$ cat src/hw/psr_defs.vh
/*
 * Constants for the port suspend/resume block: port count, state codes,
 * control-value bit positions, reset values and timing figures.
 * Assumes it is included by its bare name from each design file that uses its constants.
 */
`ifndef PSR_DEFS_VH
`define PSR_DEFS_VH

// ****************************************************************
// Sizes
// ****************************************************************
`define PSR_NP          4
`define PSR_PW          2
`define PSR_TW          25
`define PSR_VW          8
`define PSR_SW          3

// ****************************************************************
// Port states
// ****************************************************************
`define PSR_ST_ACTIVE   3'h0
`define PSR_ST_DROP     3'h1
`define PSR_ST_SUSP     3'h2
`define PSR_ST_RES_INIT 3'h3
`define PSR_ST_RI_WAIT  3'h4
`define PSR_ST_RES_TGT  3'h5
`define PSR_ST_DISABLED 3'h6

// ****************************************************************
// Control value bits and reset values
// ****************************************************************
`define PSR_BIT_SUSPEND 1
`define PSR_BIT_DISABLE 2
`define PSR_RST_SUS     1'h1
`define PSR_RST_DIS     1'h0
`define PSR_RST_CON     1'h0

// ****************************************************************
// Timing
// ****************************************************************
`define PSR_CLK_NS      20
`define PSR_NS_PER_MS   1000000
`define PSR_BIAS_HOLD_CLK 25'h0002000
`define PSR_DETECT_CLK  25'h0002000
`define PSR_DEBOUNCE_MS 85
// One debounce interval of 85 ms at the 20 ns clock
`define PSR_DEBOUNCE_CLK 25'h040D990
`define PSR_DEB_ARB_MULT 25'h0000002
`define PSR_DEB_RES_MULT 25'h0000005
`define PSR_CNT_ZERO    25'h0000000
`define PSR_CNT_ONE     25'h0000001

`endif

$ cat src/hw/psr_unused_none.v
/*
 * Holds no logic; the block lives in the other design files.
 */

$ cat src/hw/psr_sync.v
/*
 * Two-flop synchroniser for a bundle of pin levels.
 * Assumes each bit is a slow level; no bit relation is preserved.
 */
module psr_sync #(
    parameter W = 8
) (
    // Clock and reset
    input  wire         mclk,
    input  wire         rst,
    // Levels
    input  wire [W-1:0] din,
    output wire [W-1:0] dout
);

    reg [W-1:0] meta_q;
    reg [W-1:0] sync_q;

    always @(posedge mclk or posedge rst)
    begin
        if (rst)
        begin
            meta_q <= {W{1'b0}};
            sync_q <= {W{1'b0}};
        end
        else
        begin
            meta_q <= din;
            sync_q <= meta_q;
        end
    end

    assign dout = sync_q;

endmodule

$ cat src/hw/psr_timer.v
/*
 * Cycle counter with a terminal count given at its input.
 * Assumes start is a one-cycle pulse; done holds until the next start.
 */
`include "psr_defs.vh"

module psr_timer (
    // Clock and reset
    input  wire                 mclk,
    input  wire                 rst,
    // Control
    input  wire                 start,
    input  wire                 run,
    input  wire [`PSR_TW-1:0]   limit,
    // Status
    output wire                 done
);

    reg [`PSR_TW-1:0] cnt_q;

    // Saturates at the limit, so done never wraps back low
    assign done = (cnt_q >= limit);

    always @(posedge mclk or posedge rst)
    begin
        if (rst)
            cnt_q <= `PSR_CNT_ZERO;
        else if (start)
            cnt_q <= `PSR_CNT_ZERO;
        else if (run && !done)
            cnt_q <= cnt_q + `PSR_CNT_ONE;
    end

endmodule

$ cat src/hw/psr_node.v
/*
 * Per-port suspend target and resume control for a serial-bus PHY node.
 * Assumes arbitration-state, reset and request indications come from PHY
 * logic on mclk; bias detect and connection sense are pins.
 */
`include "psr_defs.vh"

module psr_node #(
    parameter [`PSR_TW-1:0] BIAS_HOLD_CYC = `PSR_BIAS_HOLD_CLK,
    parameter [`PSR_TW-1:0] DETECT_CYC    = `PSR_DETECT_CLK,
    parameter [`PSR_TW-1:0] DEBOUNCE_CYC  = `PSR_DEBOUNCE_CLK
) (
    // Clock and reset
    input  wire                 mclk,
    input  wire                 rst,
    input  wire                 clk_stable,
    // Register writes
    input  wire                 reg_wr,
    input  wire                 reg_clr,
    input  wire [`PSR_PW-1:0]   reg_port,
    input  wire [`PSR_VW-1:0]   reg_val,
    input  wire                 resume_pkt,
    // Per-port PHY indications
    input  wire [`PSR_NP-1:0]   rx_ident_done,
    input  wire [`PSR_NP-1:0]   expect_selfid,
    input  wire [`PSR_NP-1:0]   rx_short_rst,
    input  wire [`PSR_NP-1:0]   rx_long_rst,
    input  wire [`PSR_NP-1:0]   rx_tx_request,
    // Per-port pins
    input  wire [`PSR_NP-1:0]   bias_det_pin,
    input  wire [`PSR_NP-1:0]   conn_sense_pin,
    output wire [`PSR_NP-1:0]   bias_oe,
    output wire [`PSR_NP-1:0]   bias_hi,
    // Arbitration
    output wire                 arb_req,
    input  wire                 arb_grant,
    // Per-port outputs
    output wire [`PSR_NP-1:0]   suspend,
    output wire [`PSR_NP-1:0]   disable_flag,
    output wire [`PSR_NP-1:0]   connected,
    output wire [`PSR_NP-1:0]   low_power,
    output wire [`PSR_NP-1:0]   repeat_block,
    output wire [`PSR_NP-1:0]   tx_request,
    output wire [`PSR_NP-1:0]   short_rst,
    output wire [`PSR_NP-1:0]   long_rst
);

    // ************************************************************
    // Helpers
    // ************************************************************
    // True when any port other than idx has its bit set
    function other_any;
        input [`PSR_NP-1:0] vec;
        input integer       idx;
        reg   [`PSR_NP-1:0] m;
        begin
            m = vec;
            m[idx] = 1'b0;
            other_any = |m;
        end
    endfunction

    // Bias generator enabled in this state
    function st_bias_en;
        input [`PSR_SW-1:0] st;
        begin
            st_bias_en = (st == `PSR_ST_ACTIVE) || (st == `PSR_ST_DROP) ||
                         (st == `PSR_ST_RES_INIT) ||
                         (st == `PSR_ST_RI_WAIT) ||
                         (st == `PSR_ST_RES_TGT);
        end
    endfunction

    localparam [`PSR_TW-1:0] ARB_WAIT_CYC = DEBOUNCE_CYC * `PSR_DEB_ARB_MULT;
    localparam [`PSR_TW-1:0] RES_WAIT_CYC = DEBOUNCE_CYC * `PSR_DEB_RES_MULT;

    // ************************************************************
    // Pin synchronisation
    // ************************************************************
    wire [`PSR_NP-1:0] bias_in;
    wire [`PSR_NP-1:0] conn;
    reg  [`PSR_NP-1:0] conn_prev_q;

    psr_sync #(
        .W      (2 * `PSR_NP)
    ) u_sync (
        .mclk   (mclk),
        .rst    (rst),
        .din    ({conn_sense_pin, bias_det_pin}),
        .dout   ({conn, bias_in})
    );

    always @(posedge mclk or posedge rst)
    begin
        if (rst)
            conn_prev_q <= {`PSR_NP{1'b0}};
        else
            conn_prev_q <= conn;
    end

    // ************************************************************
    // Node-wide views of the ports
    // ************************************************************
    wire [`PSR_NP-1:0] act_v;
    wire [`PSR_NP-1:0] susp_v;
    wire [`PSR_NP-1:0] ri_v;
    wire [`PSR_NP-1:0] riw_v;
    wire [`PSR_NP-1:0] tgt_v;
    wire [`PSR_NP-1:0] dis_v;
    wire [`PSR_NP-1:0] notify_v;
    wire [`PSR_NP-1:0] tgt_new_v;
    wire [`PSR_NP-1:0] drop_rst_v;
    wire [`PSR_NP-1:0] ri_to_v;
    wire [`PSR_NP-1:0] rx_any_rst;
    wire [`PSR_NP-1:0] resm_v;
    wire [`PSR_NP-1:0] ri_all_v;
    wire               node_win;
    wire               tgt_long;
    wire               arb_done;
    reg                arb_req_q;

    assign rx_any_rst = rx_short_rst | rx_long_rst;
    assign ri_all_v   = ri_v | riw_v;
    assign resm_v     = ri_all_v | tgt_v;
    // Out-of-context ident-done only counts on an enabled active port
    assign notify_v   = act_v & ~dis_v & rx_ident_done & ~expect_selfid;
    // Active ports never become targets, so a resume stops at them
    assign tgt_new_v  = susp_v & ~dis_v & conn & bias_in;
    assign node_win   = arb_req_q & arb_grant;
    assign tgt_long   = |(tgt_v & rx_any_rst);

    // ************************************************************
    // Target arbitration wait, shared by the node
    // ************************************************************
    psr_timer u_arb_tmr (
        .mclk   (mclk),
        .rst    (rst),
        .start  ((|tgt_new_v) && !(|tgt_v)),
        .run    (1'b1),
        .limit  (ARB_WAIT_CYC),
        .done   (arb_done)
    );

    always @(posedge mclk or posedge rst)
    begin
        if (rst)
            arb_req_q <= 1'b0;
        else
            arb_req_q <= arb_done && (|tgt_v) && !tgt_long && !node_win;
    end

    assign arb_req = arb_req_q;

    // ************************************************************
    // Per-port state machines
    // ************************************************************
    genvar gi;
    generate
        for (gi = 0; gi < `PSR_NP; gi = gi + 1)
        begin : g_port
            reg [`PSR_SW-1:0] st_q;
            reg [`PSR_SW-1:0] st_d;
            reg               sus_q;
            reg               sus_d;
            reg               dis_q;
            reg               dis_d;
            reg               con_q;
            reg               con_d;
            reg               low_q;
            reg               low_d;
            reg               oe_q;
            reg               hi_q;
            reg               lp_q;
            reg               blk_q;
            reg               txr_q;
            reg               sr_q;
            reg               lr_q;
            reg               drop_rst;
            reg [`PSR_TW-1:0] lim;
            wire              hit;
            wire              set_sus;
            wire              clr_sus;
            wire              set_dis;
            wire              clr_dis;
            wire              tmr_done;
            wire              short_d;
            wire              long_d;
            wire              txr_d;

            assign hit     = reg_wr && (reg_port == gi);
            assign set_sus = hit && !reg_clr && reg_val[`PSR_BIT_SUSPEND];
            assign clr_sus = hit && reg_clr && reg_val[`PSR_BIT_SUSPEND];
            assign set_dis = hit && !reg_clr && reg_val[`PSR_BIT_DISABLE];
            assign clr_dis = hit && reg_clr && reg_val[`PSR_BIT_DISABLE];

            always @*
            begin
                st_d     = st_q;
                sus_d    = sus_q;
                dis_d    = dis_q;
                con_d    = con_q;
                low_d    = low_q;
                drop_rst = 1'b0;
                case (st_q)
                `PSR_ST_ACTIVE:
                begin
                    low_d = 1'b0;
                    if (set_dis)
                    begin
                        dis_d    = 1'b1;
                        st_d     = `PSR_ST_DROP;
                        drop_rst = 1'b1;
                    end
                    else if (clr_dis)
                    begin
                        dis_d = 1'b1;
                        st_d  = `PSR_ST_DISABLED;
                    end
                    else if (notify_v[gi])
                        st_d = `PSR_ST_DROP;
                    else if (other_any(notify_v, gi) || set_sus)
                    begin
                        sus_d = 1'b1;
                        st_d  = `PSR_ST_DROP;
                    end
                    else if (conn[gi] && !bias_in[gi])
                    begin
                        st_d     = `PSR_ST_DROP;
                        drop_rst = 1'b1;
                    end
                end
                `PSR_ST_DROP:
                begin
                    if (!bias_in[gi])
                    begin
                        sus_d = 1'b1;
                        con_d = 1'b0;
                        low_d = 1'b1;
                    end
                    if (tmr_done)
                    begin
                        sus_d = 1'b1;
                        con_d = 1'b0;
                        st_d  = `PSR_ST_SUSP;
                        if (!low_q && bias_in[gi] && conn[gi])
                            dis_d = 1'b1;
                    end
                end
                `PSR_ST_SUSP:
                begin
                    // Resets on this port are not looked at here
                    if (dis_q)
                    begin
                        if (!conn[gi] || clr_dis)
                            dis_d = 1'b0;
                    end
                    else if (tgt_new_v[gi])
                    begin
                        sus_d = 1'b0;
                        con_d = 1'b1;
                        st_d  = `PSR_ST_RES_TGT;
                    end
                    // A new target wakes every enabled port, cable or not
                    else if (other_any(tgt_new_v, gi) ||
                             (conn[gi] &&
                              (clr_sus || resume_pkt ||
                               !conn_prev_q[gi])))
                    begin
                        sus_d = 1'b0;
                        st_d  = `PSR_ST_RES_INIT;
                    end
                end
                `PSR_ST_RES_INIT:
                begin
                    if (rx_any_rst[gi])
                        st_d = `PSR_ST_ACTIVE;
                    else if (bias_in[gi])
                    begin
                        con_d = 1'b1;
                        st_d  = `PSR_ST_RI_WAIT;
                    end
                    else if (tmr_done)
                    begin
                        dis_d = 1'b1;
                        st_d  = `PSR_ST_DISABLED;
                    end
                end
                `PSR_ST_RI_WAIT:
                begin
                    if (rx_any_rst[gi] || tmr_done)
                        st_d = `PSR_ST_ACTIVE;
                end
                `PSR_ST_RES_TGT:
                begin
                    if (tgt_long || node_win)
                        st_d = `PSR_ST_ACTIVE;
                end
                `PSR_ST_DISABLED:
                begin
                    // Stuck until node reset: events are ignored
                    st_d = `PSR_ST_DISABLED;
                end
                default:
                    st_d = `PSR_ST_ACTIVE;
                endcase
            end

            // Detect counts only on a stable clock; other waits always run
            always @*
            begin
                case (st_q)
                `PSR_ST_DROP:     lim = BIAS_HOLD_CYC;
                `PSR_ST_RES_INIT: lim = DETECT_CYC;
                default:          lim = RES_WAIT_CYC;
                endcase
            end

            psr_timer u_tmr (
                .mclk   (mclk),
                .rst    (rst),
                .start  (st_d != st_q),
                .run    (clk_stable || (st_q != `PSR_ST_RES_INIT)),
                .limit  (lim),
                .done   (tmr_done)
            );

            assign short_d =
                (act_v[gi] && (st_d == `PSR_ST_ACTIVE) &&
                 other_any(drop_rst_v, gi)) ||
                (node_win && (act_v[gi] || tgt_v[gi])) ||
                (resm_v[gi] && other_any(ri_all_v & rx_short_rst, gi));
            assign long_d =
                (tgt_long && (act_v[gi] || tgt_v[gi])) ||
                ri_to_v[gi] || (resm_v[gi] && other_any(ri_to_v, gi)) ||
                (resm_v[gi] && other_any(ri_all_v & rx_long_rst, gi));
            assign txr_d =
                (st_d == `PSR_ST_RES_TGT) ||
                (resm_v[gi] && other_any(ri_all_v & rx_tx_request, gi));

            always @(posedge mclk or posedge rst)
            begin
                if (rst)
                begin
                    st_q  <= `PSR_ST_SUSP;
                    sus_q <= `PSR_RST_SUS;
                    dis_q <= `PSR_RST_DIS;
                    con_q <= `PSR_RST_CON;
                    low_q <= 1'b0;
                    oe_q  <= 1'b0;
                    hi_q  <= 1'b0;
                    lp_q  <= 1'b1;
                    blk_q <= 1'b0;
                    txr_q <= 1'b0;
                    sr_q  <= 1'b0;
                    lr_q  <= 1'b0;
                end
                else
                begin
                    st_q  <= st_d;
                    sus_q <= sus_d;
                    dis_q <= dis_d;
                    con_q <= con_d;
                    low_q <= (st_d == `PSR_ST_DROP) ? low_d : 1'b0;
                    oe_q  <= st_bias_en(st_d);
                    hi_q  <= st_bias_en(st_d) && (st_d != `PSR_ST_DROP);
                    lp_q  <= (st_d == `PSR_ST_SUSP);
                    blk_q <= (st_d == `PSR_ST_RES_TGT);
                    txr_q <= txr_d;
                    sr_q  <= short_d;
                    lr_q  <= long_d && !short_d;
                end
            end

            assign act_v[gi]      = (st_q == `PSR_ST_ACTIVE);
            assign susp_v[gi]     = (st_q == `PSR_ST_SUSP);
            assign ri_v[gi]       = (st_q == `PSR_ST_RES_INIT);
            assign riw_v[gi]      = (st_q == `PSR_ST_RI_WAIT);
            assign tgt_v[gi]      = (st_q == `PSR_ST_RES_TGT);
            assign dis_v[gi]      = dis_q;
            assign drop_rst_v[gi] = drop_rst;
            assign ri_to_v[gi]    = riw_v[gi] && tmr_done && !rx_any_rst[gi];
            assign suspend[gi]      = sus_q;
            assign disable_flag[gi] = dis_q;
            assign connected[gi]    = con_q;
            assign low_power[gi]    = lp_q;
            assign repeat_block[gi] = blk_q;
            assign tx_request[gi]   = txr_q;
            assign short_rst[gi]    = sr_q;
            assign long_rst[gi]     = lr_q;
            assign bias_oe[gi]      = oe_q;
            assign bias_hi[gi]      = hi_q;
        end
    endgenerate

endmodule

$ cat config.mk
export PLATFORM = sky130hd
export DESIGN_NAME = psr_node
export DESIGN_NICKNAME = d
export VERILOG_FILES = /design/src/hw/psr_unused_none.v /design/src/hw/psr_sync.v /design/src/hw/psr_timer.v /design/src/hw/psr_node.v
export VERILOG_INCLUDE_DIRS = /design/src /design/src/hw
export SDC_FILE = /design/constraint.sdc
export NUM_CORES = 1
export LEC_CHECK = 0
export ABC_AREA = 1
export BUFFER_PORTS_ARGS = -buffer_cell sky130_fd_sc_hd__clkbuf_2
export CORE_MARGIN = 5
export CORE_UTILIZATION = 45
export DETAILED_ROUTE_END_ITERATION = 8
export HOLD_SLACK_MARGIN = 0.12
export SLEW_MARGIN = 20
export SYNTH_ARGS = -nofsm -noshare
export SYNTH_HDL_FRONTEND = slang
export SYNTH_SLANG_ARGS = --single-unit
$ cat constraint.sdc
create_clock -name mclk -period 9.1 [get_ports mclk]
set_input_delay 0.91 -clock mclk [delete_from_list [all_inputs] [get_ports mclk]]
set_output_delay 0.91 -clock mclk [all_outputs]
set_load 0.05 [all_outputs]
; ---- Yosys cells after proc, flatten, opt, wreduce, memory -nomap -nowiden
; Index checks and enable logic that the tools add are counted.
[word_totals]
regBits = 202
out_inout_bits = 41
[op_classes]
addsub = 5
n_eq_ne = 128
n_mux = 214
order_cmp = 5
n_reduce_logical = 281
bitwise_logic = 16
[op_table]
columns = cell, count
row1 = $mux 25, 14
row2 = $mux 3, 56
row3 = $add 25x1->25 const B, 5
row4 = $mux 1, 124
row5 = $ge 25x25->1, 4
row6 = $logic_and 1x1->1, 100
row7 = $pmux 3 s7, 4
row8 = $reduce_or 3->1, 28
row9 = $logic_or 1x1->1, 73
row10 = $ne 2x2->1 const B, 32
row11 = $eq 3x3->1 const B, 20
row12 = $eq 3x2->1 const B, 16
row13 = $ne 3x1->1 const B, 16
row14 = $and 4x4->4, 10
row15 = $ne 2x1->1 const B, 17
row16 = $logic_not 1->1, 32
row17 = $reduce_and 8->1, 4
row18 = $reduce_and 7->1, 4
row19 = $ge 25x24->1 const B, 1
row20 = $eq 3x1->1 const B, 8
row21 = $logic_not 3->1, 8
row22 = $ne 3x3->1 const B, 8
row23 = $pmux 1 s3, 8
row24 = $reduce_and 6->1, 4
row25 = other kinds (16), 53

; ---- Longest topological paths before layout
[logic_depth]
word_depth = 19
mapped_depth = 24
depth_no_buf = 24

; ---- By module
; From an unflattened synthesis, not the netlist that was laid out.
[unflattened]
hier_cells = 2666
hier_area_um2 = 18202.5
[by_module_without_submodules]
columns = mod, seq_area_each_um2, cells_per_inst, area_each_um2, n_inst
row1 = psr_timer (g_port[0].u_tmr ...), 625.6, 386, 2656.3, 4
row2 = psr_node, 1541.5, 709, 4697.0, 1
row3 = psr_timer (u_arb_tmr), 625.6, 396, 2476.1, 1
row4 = psr_sync, 400.4, 17, 404.1, 1

; ---- Worst setup path before layout
; No wires, ideal clock.
[synth_path]
path_type = register to register
from = register g_port[2].st_q[1]
to = register g_port[2].u_tmr.cnt_q[13]
required_time_ns = 8.980
path_buffers = 1
stages_incl_launch_ff = 22
setup_time_ns = 0.120
path_slack_ns = 6.151
t_arrival_ns = 2.829
synth_period_minus_slack_ns = 2.949
path_cell_list = dfstp_2 inv_2 nand2_2 nor2_1 inv_1 nand2_1 ha_1 nand2_1 inv_1 nand2_1 nor2_1 inv_1 nor2_1 nand2_1 nand3_1 inv_1 nand2_2 inv_1 buf_2 nand3_1 xor2_1 nor2_2
[synth_between]
elab_chain_len = 10
[synth_rtl]
columns = item, line_no
row1 = from (decl), psr_node.v:161  ; reg [`PSR_SW-1:0] st_q;
row2 = from (signal assigned), psr_node.v:344  ; st_q <= `PSR_ST_SUSP;
row3 = from (signal assigned), psr_node.v:359  ; st_q <= st_d;
row4 = "$eq 3x2->1, or another cell as far along", "psr_node.v:204, psr_node.v:311"
row5 = $reduce_or 2->1 (no source line) / $and 4x4->4 (equally long branches), n/a
row6 = $mux 25 / $and 4x4->4 (equally long branches), "psr_node.v:311, psr_node.v:126"
row7 = $ge 25x25->1 / $and 4x4->4 (equally long branches), "psr_timer.v:22, psr_node.v:126"
row8 = "$mux 3, on equally long branches", "psr_node.v:282, psr_node.v:219"
row9 = "$mux 3, on equally long branches", "psr_node.v:277, psr_node.v:214"
row10 = "$mux 3, on equally long branches", "psr_node.v:275, psr_node.v:208"
row11 = $pmux 3 s7, psr_node.v:204  ; case (st_q)
row12 = $ne 3x3->1, psr_node.v:321  ; .start (st_d != st_q),
row13 = $mux 25 / $reduce_bool 2->1 (equally long branches), n/a
row14 = to (signal assigned), psr_timer.v:27  ; cnt_q <= `PSR_CNT_ZERO;
row15 = to (signal assigned), psr_timer.v:29  ; cnt_q <= `PSR_CNT_ZERO;
row16 = to (signal assigned), psr_timer.v:31  ; cnt_q <= cnt_q + `PSR_CNT_ONE;
row17 = to (decl), psr_timer.v:19  ; reg [`PSR_TW-1:0] cnt_q;
; Several ways; a longest one is shown, not always the timed one.
; A chain may end at the register's enable or synchronous reset.

; ---- Worst setup path in the final report
[layout_path]
from = register g_port[3].st_q[0]
to = register g_port[3].u_tmr.cnt_q[19]
[layout_between]
elab_chain_len = 10
[layout_rtl]
columns = item, line_no
row1 = from (decl), psr_node.v:161
row2 = from (signal assigned), psr_node.v:344
row3 = from (signal assigned), psr_node.v:359
row4 = "$eq 3x2->1, or another cell as far along", "psr_node.v:204, psr_node.v:311"
row5 = $reduce_or 2->1 (no source line) / $and 4x4->4 (equally long branches), n/a
row6 = $mux 25 / $and 4x4->4 (equally long branches), "psr_node.v:311, psr_node.v:126"
row7 = $ge 25x25->1 / $and 4x4->4 (equally long branches), "psr_timer.v:22, psr_node.v:126"
row8 = "$mux 3, on equally long branches", "psr_node.v:282, psr_node.v:219"
row9 = "$mux 3, on equally long branches", "psr_node.v:277, psr_node.v:214"
row10 = "$mux 3, on equally long branches", "psr_node.v:275, psr_node.v:208"
row11 = $pmux 3 s7, psr_node.v:204
row12 = $ne 3x3->1, psr_node.v:321
row13 = $mux 25 / $reduce_bool 2->1 (equally long branches), n/a
row14 = to (signal assigned), psr_timer.v:27
row15 = to (signal assigned), psr_timer.v:29
row16 = to (signal assigned), psr_timer.v:31
row17 = to (decl), psr_timer.v:19
; Several ways; a longest one is shown, not always the timed one.

==> impl_metrics.yaml <==
timing:
  rsz0062_at_grt: "no"
  fmax_mhz: 245
  worstMarginPinSlew_ps: 951
  maxSlewHeadroom: 0.366
  setup_violations: 0
  drv_slew: 0
  hold_viol: 0
  fin_setup_tns_ps: 0
  fin_crit_sh: 0.449
  skew_ps: 8.92
  fin_ws_ps: 5010
  finalHoldWorstSlack_ps: 359
  fin_crit_ps: 4090
clock_tree:
  worstSkewPairLatency_ps: 520
  numCtsBuffers: 25
  cts_tree: "built"
  cts_sinks: 202
  h-tree-depth: 1
  post-cts-setup-buffers: 0
  clockBufferDepth: 3
  clk_pin_slew_ps: 60
  cts-resized-gates: 0
  cts_root_buf: "clkbuf_16"
  cts_hold_buf: 0
floorplanning:
  fp.dieW_um: 187
  row_count: 64
  fp.dieH_um: 187
  initial_core_util: 0.459
  coreArea_um2: 30700
  ios: 86
  design.die.area_um2: 35000
placement:
  place_ws_ps: 5000
  dp_cells: 2362
  placedInstanceArea_um2: 14500
  portBuffers: 79
  gp_congestion: 0.902
  dpl.hpwl_um: 26600
synth:
  ys_seq_elements: 202
  synth_cell_types: 47
  syn_inst: 1949
  yosysSeqAreaShare: 0.359
  syn_nets: 2048
  synth_area_per_cell_um2: 7.25
  synth-edff-count: 0
  yosys_warnings: 0
  yosys_most_used_dff: "dfrtp_1"
  async_flop_share: 1.00
  synthesis.area_um2: 14100
status:
  outcome: "finished, final reports clean"
power_and_ir_drop:
  totalPowerFinal_mw: 4.25
  power_density_nw_per_um2: 277
  ir_drop_mv: 0.164
  p_leak_nw: 7.63
detailed_routing:
  vias: 12300
  vias_per_cell: 5.09
  ant_nets: 0
  wire_per_inst_um: 14.6
  drtPass1Iterations: 5
  drcViolationCount: 0
  drtIter0Drc: 664
  wl_um: 35200
setup_path:
  startpoint_type: "register"
  crit_fanout: 19
  critPathKind: "register to register"
  crit_required_ps: 9520
  endpoint_kind: "register"
  cp_data_arrival_time_ps: 4510
  worst-r2r-setup-slack_ps: 5010
global_routing:
  antenna_found_initial: 1
  grt_util_all_layers: 0.201
  grt_pass1_vias: 12100
  grt_max_degree: 129
  grt-ovfl-total: 0
  grt_pass1_wl_um: 59800
layout:
  nFillCells: 3069
  fin_cells: 2405
  final_util: 0.500
  syn_to_final_growth_pct: 8.87
  antenna_cells: 0
  drive_gt1_frac: 0.145
  final_cell_mix: "nand2_1, inv_1, nor2_1"
  nNetsFinal: 2092
  final_common_cell: "nand2_1"
  final_area_um2: 15400
hold_path:
  hold_path_class: "register to register"
run:
  maxCapViolCount: 0
[registers in the layout (all words and copies together), names as in the netlist]
signal,count
g_port.blk_q,4
g_port.lp_q,4
g_port.oe_q,4
g_port.txr_q,4
g_port.con_q,4
conn_prev_q,4
g_port.dis_q,4
g_port.st_q,12
u_sync.dout,8
arb_req,1
g_port.low_q,4
g_port.hi_q,4
g_port.sr_q,4
u_sync.meta_q,8
g_port.u_tmr.cnt_q,100
u_arb_tmr.cnt_q,25
g_port.sus_q,4
g_port.lr_q,4
[power by group]
part | switching [mW] | internal, mW
clock | 0.384 | 0.627
combinational | 1.51 | 0.539
sequential | 0.135 | 1.06
total | 2.03 | 2.22
[cells by family after synthesis]
family,share of synthesized area
buffers and inverters,0.109
adder cells (fa/ha/maj),0.0478
AND/OR/NAND/NOR,0.369
flip-flops,0.359
XOR/XNOR,0.0478
AO/OA/AOI/OAI,0.0673
[cell type report]
class	instances	area [um^2]	share of cell area
flip-flops and latches	202	5070	0.330
clock buffers	36	717	0.0466
inverters	282	1070	0.0695
well taps	396	495	0.0322
repair buffers	80	403	0.0262
clock inverters	7	113	0.00732
multi-input cells	1402	7510	0.488
[layer usage]
| metal | vias up | wire length [um] | GRT usage | share of wire |
|---|---|---|---|---|
| met5 | - | 11 | 0 | 0.00031 |
| met4 | 2 | 1030 | 0.0557 | 0.029 |
| met3 | 70 | 1500 | 0.0269 | 0.043 |
| met2 | 248 | 16200 | 0.333 | 0.46 |
| met1 | 5642 | 16400 | 0.278 | 0.47 |
| li1 | 6290 | - | - | - |
[cell usage after synthesis (41+ instances only)]
master     n  area share
nand3_1  124       0.044
ha_1      54       0.048
dfrtp_1  190        0.34
o21ai_0   68       0.024
xor2_1    63       0.039
nand4_1   67       0.030
a21oi_1   60       0.021
nor3_1    55       0.019
nand2_1  444        0.12
inv_1    259       0.069
nor2_2    50       0.022
nor2_1   257       0.068
buf_4     41       0.022
[worst paths after layout]
kind | cells after the start | endpoint | from
hold / removal | 0 | u_sync.dout[0] | u_sync.meta_q[0]
hold reg to reg | 0 | u_sync.dout[0] | u_sync.meta_q[0]
min in group asynchronous | 2 | g_port[0].sr_q | rst
max in group asynchronous | 3 | u_sync.meta_q[4] | rst
setup / recovery | 13 | g_port[3].u_tmr.cnt_q[19] | g_port[3].st_q[0]
setup reg to reg | 13 | g_port[3].u_tmr.cnt_q[19] | g_port[3].st_q[0]
[worst max-delay path, stage by stage (launching register included)]
cell	delay [ps]
dfrtp_1	490
inv_1	130
nor2_1	660
ha_1	380
a21oi_1	160
o21ai_0	90
nor2_1	100
nand2_1	50
inv_1	60
nand4_1	670
inv_1	710
nand2_1	130
xor2_1	170
nor3_1	180
(Power assumes the default switching activity.)
